## config.mk

```make
export PLATFORM = sky130hd
export DESIGN_NAME = timer_access_contention_arbiter
export DESIGN_NICKNAME = d
export VERILOG_FILES = /design/src/verilog/timer_arb_pkg.sv /design/src/verilog/timer_access_contention_arbiter.sv
export VERILOG_INCLUDE_DIRS = /design/src /design/src/verilog
export SDC_FILE = /design/constraint.sdc
export NUM_CORES = 1
export LEC_CHECK = 0
export BUFFER_PORTS_ARGS = -buffer_cell sky130_fd_sc_hd__buf_2
export CELL_PAD_IN_SITES_DETAIL_PLACEMENT = 0
export CELL_PAD_IN_SITES_GLOBAL_PLACEMENT = 1
export CORE_UTILIZATION = 50
export DETAILED_ROUTE_END_ITERATION = 10
export PLACE_DENSITY_LB_ADDON = 0.1
export SETUP_SLACK_MARGIN = 0.15
export SLEW_MARGIN = 20
export SYNTH_ARGS = -nofsm -noshare
export SYNTH_HDL_FRONTEND = slang
export SYNTH_SLANG_ARGS = --single-unit
```

## constraint.sdc

```tcl
create_clock -name clk -period 4.8 [get_ports clk]
set_input_delay 0 -clock clk [delete_from_list [all_inputs] [get_ports clk]]
set_output_delay 0 -clock clk [all_outputs]
set_load 0.05 [all_outputs]
```

## src/verilog/timer_arb_defs.svh

```systemverilog
// Purpose: offsets, field positions, reset values and timing counts of the timer
// Assumes: 32-bit Avalon-MM word registers at byte addresses
// Notes:   definitions only
`ifndef TIMER_ARB_DEFS_SVH
`define TIMER_ARB_DEFS_SVH

// ----------------------------------------------------------------------
// register byte offsets
// ----------------------------------------------------------------------
`define OFS_CTRL        6'h00
`define OFS_COUNT       6'h04
`define OFS_GENERAL     6'h08
`define OFS_CYCLE       6'h0c
`define OFS_DUTY_BUF    6'h10
`define OFS_DUTY        6'h14
`define OFS_DOWN_VALUE  6'h18
`define OFS_DOWN_START  6'h1c
`define OFS_FLAGS       6'h20
`define OFS_MASK        6'h24
`define OFS_LINK        6'h28

// ----------------------------------------------------------------------
// control bits
// ----------------------------------------------------------------------
`define CTRL_RUN        0
`define CTRL_CLR_MATCH  1
`define CTRL_CLR_WRAP   2
`define CTRL_CAPTURE    3
`define CTRL_W          4

// ----------------------------------------------------------------------
// flag bits (status and mask share this layout)
// ----------------------------------------------------------------------
`define FLG_MATCH       0
`define FLG_CAPTURE     1
`define FLG_OVERFLOW    2
`define FLG_UNDERFLOW   3
`define FLG_CYCLE       4
`define FLG_W           5

// ----------------------------------------------------------------------
// reset values and counts
// ----------------------------------------------------------------------
`define CNT_W           16
`define CTRL_RST        4'h0
`define CNT_RST         16'h0000
`define CNT_ZERO        16'h0000
`define CNT_TOP         16'hffff
`define FLAGS_RST       5'h00
`define PRESCALE_DEF    8

`endif

```

## src/verilog/timer_arb_pkg.sv

```systemverilog
// Purpose: types shared by the timer contention logic
// Assumes: nothing
// Notes:   bus access phases
`default_nettype none
package timer_arb_pkg;
    typedef enum logic [0:0] {
        ACC_FIRST  = 1'b0,
        ACC_SECOND = 1'b1
    } access_state_t;
endpackage : timer_arb_pkg
`default_nettype wire

```

## src/verilog/timer_access_contention_arbiter.sv

```systemverilog
// Purpose: one timer channel set with the priority logic for bus-write / event contention
// Assumes: Avalon-MM slave, every access lasts two states, the second is ACC_SECOND
// Notes:   flags are write-one-to-clear; dma clear inputs come from logic on clk
// Overview of operation
// - counter write in second state beats compare-match clear
// - that compare-match still sets its flag and toggles the waveform output
// - capture colliding with general register write keeps cpu value, flag still set
// - counter write colliding with increment loads value, no increment
// - overflow during counter write keeps written value, overflow flag still set
// - event during flag clear write sets flag; set wins
// - cycle-match buffer transfer colliding with duty write loads the OR
// - dma clear of capture or cycle flag wins over its setting event
// - dma clear request lasts two or more states; clearing spans all of it
// - down-count start bit ignores writes of zero
// - zero written to running down counter stops it at next underflow
// - start at zero gives no pulse but sets underflow flag
// - capture pin copies counter and sets flag even when counter stopped
// - underflow during down counter write keeps zero, discards write
// - underflow during start-bit write leaves start bit zero
//
// The address map and the Avalon-MM register port are this design's own decisions.
`default_nettype none
`include "timer_arb_defs.svh"

module timer_access_contention_arbiter
    import timer_arb_pkg::*;
#(
    parameter int PRESCALE = `PRESCALE_DEF
) (
    input  wire logic                clk,
    input  wire logic                rst_b,
    input  wire logic [5:0]          address,
    input  wire logic                read,
    input  wire logic                write,
    input  wire logic [31:0]         writedata,
    output logic      [31:0]         readdata,
    output logic                     waitrequest,
    input  wire logic                capture_pin,
    input  wire logic                dma_clr_capture,
    input  wire logic                dma_clr_cycle,
    output logic                     wave_out,
    output logic                     pwm_out,
    output logic                     one_shot_out,
    output logic                     irq
);

    // ------------------------------------------------------------------
    // state
    // ------------------------------------------------------------------
    access_state_t          acc_q;
    logic [31:0]            rdata_q;
    logic [3:0]             ctrl_q;
    logic [`CNT_W-1:0]      free_running_count_q;
    logic [`CNT_W-1:0]      general_match_capture_reg_q;
    logic [`CNT_W-1:0]      cycle_period_reg_q;
    logic [`CNT_W-1:0]      duty_buffer_reg_q;
    logic [`CNT_W-1:0]      duty_reg_q;
    logic [`CNT_W-1:0]      down_count_value_q;
    logic                   down_count_start_reg_q;
    logic [`FLG_W-1:0]      timer_flag_reg_q;
    logic [`FLG_W-1:0]      mask_q;
    logic                   timer_link_reg_q;
    logic                   wave_q;
    logic                   pwm_q;
    logic [7:0]             div_q;
    logic [2:0]             pin_q;

    // ------------------------------------------------------------------
    // bus decode
    // ------------------------------------------------------------------
    wire        req       = read | write;
    wire        second    = (acc_q == ACC_SECOND);
    wire        wr2       = write & second;
    wire        wr_ctrl   = wr2 & (address == `OFS_CTRL);
    wire        wr_cnt    = wr2 & (address == `OFS_COUNT);
    wire        wr_gen    = wr2 & (address == `OFS_GENERAL);
    wire        wr_cyc    = wr2 & (address == `OFS_CYCLE);
    wire        wr_buf    = wr2 & (address == `OFS_DUTY_BUF);
    wire        wr_duty   = wr2 & (address == `OFS_DUTY);
    wire        wr_down   = wr2 & (address == `OFS_DOWN_VALUE);
    wire        wr_start  = wr2 & (address == `OFS_DOWN_START);
    wire        wr_flags  = wr2 & (address == `OFS_FLAGS);
    wire        wr_mask   = wr2 & (address == `OFS_MASK);
    wire        wr_link   = wr2 & (address == `OFS_LINK);
    wire [`CNT_W-1:0] wval = writedata[`CNT_W-1:0];

    assign waitrequest = req & ~second;
    assign readdata    = rdata_q;

    // ------------------------------------------------------------------
    // timer events
    // ------------------------------------------------------------------
    wire        tick      = (div_q == 8'(PRESCALE - 1));
    wire        running   = ctrl_q[`CTRL_RUN];
    wire        cap_mode  = ctrl_q[`CTRL_CAPTURE];
    wire        inc       = running & tick;
    wire        match_ev  = inc & ~cap_mode & (free_running_count_q == general_match_capture_reg_q);
    wire        wrap_ev   = inc & (free_running_count_q == `CNT_TOP);
    wire        cyc_ev    = inc & (free_running_count_q == cycle_period_reg_q);
    wire        cap_ev    = cap_mode & pin_q[1] & ~pin_q[2];
    wire        down_run  = down_count_start_reg_q;
    wire        unf_ev    = down_run & tick & (down_count_value_q == `CNT_ZERO);
    wire        link_go   = match_ev & timer_link_reg_q;

    // counter next value: a cpu write beats clear, overflow and increment
    wire [`CNT_W-1:0] cnt_d =
        wr_cnt                               ? wval :
        (match_ev & ctrl_q[`CTRL_CLR_MATCH]) ? `CNT_ZERO :
        (wrap_ev & ctrl_q[`CTRL_CLR_WRAP])   ? `CNT_ZERO :
        inc                                  ? free_running_count_q + 16'h0001 :
                                               free_running_count_q;

    // capture copies the counter whether or not it runs, unless the cpu writes
    wire [`CNT_W-1:0] gen_d =
        wr_gen ? wval :
        cap_ev ? free_running_count_q :
                 general_match_capture_reg_q;

    // buffer transfer merged with a colliding duty write
    wire [`CNT_W-1:0] duty_d =
        (cyc_ev & wr_duty) ? (duty_buffer_reg_q | wval) :
        cyc_ev             ? duty_buffer_reg_q :
        wr_duty            ? wval :
                             duty_reg_q;

    // underflow holds zero and drops any colliding write
    wire [`CNT_W-1:0] down_d =
        unf_ev                      ? `CNT_ZERO :
        wr_down                     ? wval :
        (down_run & tick)           ? down_count_value_q - 16'h0001 :
                                      down_count_value_q;

    // start bit: only ones are taken, underflow clear wins
    wire        start_set = (wr_start & writedata[0]) | link_go;
    wire        start_d   = unf_ev ? 1'b0 :
                            start_set ? 1'b1 : down_count_start_reg_q;

    wire [`FLG_W-1:0] flag_set;
    assign flag_set[`FLG_MATCH]     = match_ev;
    assign flag_set[`FLG_CAPTURE]   = cap_ev;
    assign flag_set[`FLG_OVERFLOW]  = wrap_ev;
    assign flag_set[`FLG_UNDERFLOW] = unf_ev;
    assign flag_set[`FLG_CYCLE]     = cyc_ev;

    wire [`FLG_W-1:0] cpu_clr = wr_flags ? writedata[`FLG_W-1:0] : `FLAGS_RST;
    wire [`FLG_W-1:0] dma_clr = {dma_clr_cycle, 2'b00, dma_clr_capture, 1'b0};

    // hardware set beats cpu clear; dma clear beats hardware set
    wire [`FLG_W-1:0] flags_d =
        ((timer_flag_reg_q & ~cpu_clr) | flag_set) & ~dma_clr;

    // ------------------------------------------------------------------
    // read mux
    // ------------------------------------------------------------------
    logic [31:0] rmux;
    always_comb begin
        rmux = 32'h0000_0000;
        unique case (address)
            `OFS_CTRL:       rmux[3:0]        = ctrl_q;
            `OFS_COUNT:      rmux[15:0]       = free_running_count_q;
            `OFS_GENERAL:    rmux[15:0]       = general_match_capture_reg_q;
            `OFS_CYCLE:      rmux[15:0]       = cycle_period_reg_q;
            `OFS_DUTY_BUF:   rmux[15:0]       = duty_buffer_reg_q;
            `OFS_DUTY:       rmux[15:0]       = duty_reg_q;
            `OFS_DOWN_VALUE: rmux[15:0]       = down_count_value_q;
            `OFS_DOWN_START: rmux[0]          = down_count_start_reg_q;
            `OFS_FLAGS:      rmux[`FLG_W-1:0] = timer_flag_reg_q;
            `OFS_MASK:       rmux[`FLG_W-1:0] = mask_q;
            `OFS_LINK:       rmux[0]          = timer_link_reg_q;
            default:         rmux             = 32'h0000_0000;
        endcase
    end

    // ------------------------------------------------------------------
    // bus sequencing
    // ------------------------------------------------------------------
    always_ff @(posedge clk or negedge rst_b) begin
        if (!rst_b) begin
            acc_q   <= ACC_FIRST;
            rdata_q <= 32'h0000_0000;
        end else begin
            acc_q <= (req & ~second) ? ACC_SECOND : ACC_FIRST;
            if (read & ~second) begin
                rdata_q <= rmux;
            end
        end
    end

    // ------------------------------------------------------------------
    // prescaler and capture pin synchroniser
    // ------------------------------------------------------------------
    always_ff @(posedge clk or negedge rst_b) begin
        if (!rst_b) begin
            div_q <= 8'h00;
            pin_q <= 3'h0;
        end else begin
            div_q <= tick ? 8'h00 : div_q + 8'h01;
            pin_q <= {pin_q[1:0], capture_pin};
        end
    end

    // ------------------------------------------------------------------
    // timer registers
    // ------------------------------------------------------------------
    always_ff @(posedge clk or negedge rst_b) begin
        if (!rst_b) begin
            ctrl_q                      <= `CTRL_RST;
            free_running_count_q        <= `CNT_RST;
            general_match_capture_reg_q <= `CNT_RST;
            cycle_period_reg_q          <= `CNT_RST;
            duty_buffer_reg_q           <= `CNT_RST;
            duty_reg_q                  <= `CNT_RST;
            down_count_value_q          <= `CNT_RST;
            down_count_start_reg_q      <= 1'b0;
            timer_flag_reg_q            <= `FLAGS_RST;
            mask_q                      <= `FLAGS_RST;
            timer_link_reg_q            <= 1'b0;
        end else begin
            if (wr_ctrl) ctrl_q <= writedata[3:0];
            if (wr_cyc)  cycle_period_reg_q <= wval;
            if (wr_buf)  duty_buffer_reg_q  <= wval;
            if (wr_mask) mask_q <= writedata[`FLG_W-1:0];
            if (wr_link) timer_link_reg_q <= writedata[0];
            free_running_count_q        <= cnt_d;
            general_match_capture_reg_q <= gen_d;
            duty_reg_q                  <= duty_d;
            down_count_value_q          <= down_d;
            down_count_start_reg_q      <= start_d;
            timer_flag_reg_q            <= flags_d;
        end
    end

    // ------------------------------------------------------------------
    // waveform outputs
    // ------------------------------------------------------------------
    always_ff @(posedge clk or negedge rst_b) begin
        if (!rst_b) begin
            wave_q <= 1'b0;
            pwm_q  <= 1'b0;
        end else begin
            if (match_ev) wave_q <= ~wave_q;
            if (cyc_ev) begin
                pwm_q <= 1'b1;
            end else if (inc & (free_running_count_q == duty_reg_q)) begin
                pwm_q <= 1'b0;
            end
        end
    end

    assign wave_out     = wave_q;
    assign pwm_out      = pwm_q;
    // no pulse while the down counter holds zero
    assign one_shot_out = down_count_start_reg_q & (down_count_value_q != `CNT_ZERO);
    assign irq          = |(timer_flag_reg_q & mask_q);
endmodule : timer_access_contention_arbiter
`default_nettype wire

```

==> flow_metrics.py <==
metrics = {
    "critical_path": {
        "crit_buf_inv": 1,
        "crit_chain": "or4_4 > or3_1 > nor3_1 > buf_4 > nor2_4 > a32oi_1 > nand2_1",
        "critPathSlowestCell": "nor3_1",
        "worst_setup_path_start_kind": "flip-flop",
        "worstPathArrival_ns": 3.19,
        "critPathTopFamily": "simple AND/OR/NAND/NOR gates",
        "endpoint_kind": "flip-flop",
        "required_ns": 5.11,
        "crit_path_max_incr_delay_ns": 0.75,
        "crit_fanout": 9,
        "worstSetupPathType": "flip-flop to flip-flop",
    },
    "run_status": {
        "run_status": "completed",
    },
    "drt": {
        "wl_mm": 23.26,
        "ant_nets": 0,
        "vias": 6513,
        "wire_per_inst_microns": 21.14,
        "drc_errors": 0,
        "drtIter0Drc": 581,
        "drt_pre_antenna_iters": 5,
        "viasPerCell": 5.921,
    },
    "sta": {
        "period_share_pct": 60.02,
        "timing.setup.tns_ns": 0,
        "rsz0062_at_grt": "no",
        "max_freq_mhz": 347.1,
        "setup_ws_ns": 1.919,
        "finalCriticalPeriod_ns": 2.881,
        "drv_slew": 0,
        "setup_viol": 0,
        "hold_viol_final": 0,
        "max-slew-margin-rel_pct": 26.40,
        "worst_pin_slew_ns": 1.100,
        "skew_ns": 0.007827,
    },
    "floorplan": {
        "die_height_microns": 129.9,
        "start_util_pct": 51.31,
        "row_count": 46,
        "fp.dieArea_sq_mm": 0.01688,
        "pin_count": 82,
        "design.core.area_sq_mm": 0.01594,
        "fp.dieW_microns": 129.9,
    },
    "clocking": {
        "clkTransAtPathRegs_ns": 0.06,
        "cts_made_buffers": 17,
        "cts_tree": "done",
        "cts_setup_buffers": 0,
        "clock_path_buffers": 2,
        "clkSinkCount": 142,
        "worstSkewPairLatency_ns": 0.43,
        "htree_num_levels": 4,
        "root_buffer": "clkbuf_16",
    },
    "yosys": {
        "post-synth-top-area-cell": "dfrtp_1",
        "synthDistinctLibCells": 68,
        "synth_edf_count": 0,
        "yosysMostFrequentCell": "dfrtp_1",
        "synth_seq_cells": 142,
        "syn_inst": 830,
        "yosys_warnings": 0,
        "synth_area_per_cell_sq_um": 9.856,
        "syn_area_sq_mm": 0.008180,
        "ys_top_cells_by_area": "dfrtp_1 43%, mux2_2 7.4%, xor2_1 4.7%",
        "async_reset_ff_share_pct": 100.0,
        "ys.flop_type": "dfrtp_1",
        "yosys.area.top_type_share_pct": 43.44,
        "ys_top_cells_by_count": "142 x dfrtp_1, 87 x nand2_1, 54 x mux2_2",
        "yosysSeqAreaShare_pct": 43.44,
    },
    "placement": {
        "gp_congestion": 0.8714,
        "port_buffers": 49,
        "dp_slack_ns": 1.902,
        "dp_hpwl_mm": 16.34,
        "placed_area_sq_mm": 0.008462,
    },
    "cells_and_area": {
        "drive_gt1_share_pct": 19.14,
        "fin_area_sq_mm": 0.009275,
        "regArea_sq_mm": 0.003553,
        "multiInputGateArea_sq_mm": 0.004263,
        "nets": 919,
        "n_fill_cell": 1468,
        "area_growth_pct": 13.38,
    },
    "global_route": {
        "met1_usage_pct": 42.79,
        "grt_busiest_layer": "met2",
        "overflow": 0,
        "grt_use_total_pct": 29.61,
        "grt_max_degree": 94,
        "grt_use_met2_pct": 45.42,
        "grt_first_pass_wirelength_mm": 36.85,
        "antenna_found_initial": 1,
        "grt_pass1_vias": 6398,
        "use_met3_pct": 5.863,
    },
    "power_and_ir_drop": {
        "leakage_uw": 0.004334,
        "ir_drop_mv": 0.2618,
        "powerDensity_mw_per_mm2": 369.3,
    },
    "worst_hold_path": {
        "hp-class": "input port to flip-flop",
    },
    "job": {
        "cap_violations": 0,
    },
}
## cell families (layout without fill, tap and decap cells)
family | after synthesis | count (layout) | synth area share [%]
simple gates | 244 | 244 | 15.00
compound gates | 186 | 186 | 15.30
flops | 142 | 142 | 43.44
mux | 93 | 93 | 12.36
buf+inv | 86 | 124 | 5.323
xor+xnor | 74 | 74 | 7.923
fa+ha+maj | 4 | 4 | 0.6118
other cells | 1 | 17 | 0.04584
## what timing repair did
action	CTS	global route
gates resized for setup	0	0
hold endpoints to repair	161	0
hold buffers	23	0
## state kept, by name, indices dropped and copies added, names as in the netlist, 8 cells and up
register                     count
duty_reg_q                      16
down_count_value_q              16
free_running_count_q            16
readdata                        16
cycle_period_reg_q              16
duty_buffer_reg_q               16
general_match_capture_reg_q     16
div_q                            8
## layout by cell type (no fill, tap or decap), types with 16 or more instances in the layout
cell type and instances:
o21ai_0 53, xor2_1 44, buf_2 48, a22o_1 30, nand2_1 87, mux2_2 54
dlygate4sd3_1 23, clkbuf_16 17, conb_1 16, xnor2_1 30, nand4_1 16, a22oi_1 17
dfrtp_1 142, a21o_1 20, a21oi_1 26, nor2_1 50, mux2i_1 38
## worst paths after layout
kind | start | to | slack (ns) | depth (start not counted)
setup / recovery | down_count_value_q[12]$_DFFE_PN0P_ | down_count_value_q[4]$_DFFE_PN0P_ | 1.92 | 7
hold / removal | address[0] | timer_link_reg_q$_DFFE_PN0P_ | 0.06 | 4
setup reg to reg | down_count_value_q[12]$_DFFE_PN0P_ | down_count_value_q[4]$_DFFE_PN0P_ | 1.92 | 7
hold reg to reg | pin_q[0]$_DFF_PN0_ | pin_q[1]$_DFF_PN0_ | 0.36 | 0
max in group asynchronous | rst_b | free_running_count_q[15]$_DFFE_PN0P_ | 3.31 | 3
min in group asynchronous | rst_b | wave_out$_DFFE_PN0P_ | 0.22 | 2
## per-layer routing
metal / wire [microns] / vias to the layer above / share of wire, %
met5: 0 / - / 0
met4: 370 / 0 / 1.6
met3: 1322 / 28 / 5.7
met2: 10590 / 187 / 46
met1: 10980 / 3262 / 47
li1: - / 3036 / -
## tightest hold or removal path, cell delays in order
cell	delay, ns
buf_2	0.11
nor3_1	0.09
nand4_1	0.10
mux2_2	0.14
## cell type report
class	instances	share of cell area, %
Multi-Input combinational cell	617	45.96
Sequential cell	142	38.31
Inverter	6	0.2428
Timing Repair Buffer	86	6.327
Clock inverter	13	1.551
Antenna cell	1	0.02698
Tap cell	216	2.914
Clock buffer	19	4.667
## report_power, final
group / switching [uW] / total (uW) / internal, uW
Combinational: 340 / 602 / 263
Sequential: 186 / 1520 / 1330
Clock: 539 / 1300 / 765
Total: 1070 / 3430 / 2360
## stage by stage
stage | std cells | total power (uW) | utilization, % | hold WS, ns
after CTS | 1099 | 3443 | 58.14 | 0.03315
final | 1100 | 3425 | 58.18 | 0.05598
after detailed placement | 1044 | 2121 | 53.08 | 0.1163
after global placement | 1044 | 2103 | 53.08 | 0.1102
after floorplan | 845 | 1923 | - | -0.2956
after global routing | 1099 | 3589 | 58.16 | 0.06738
Power figures use the tool's default switching activity.
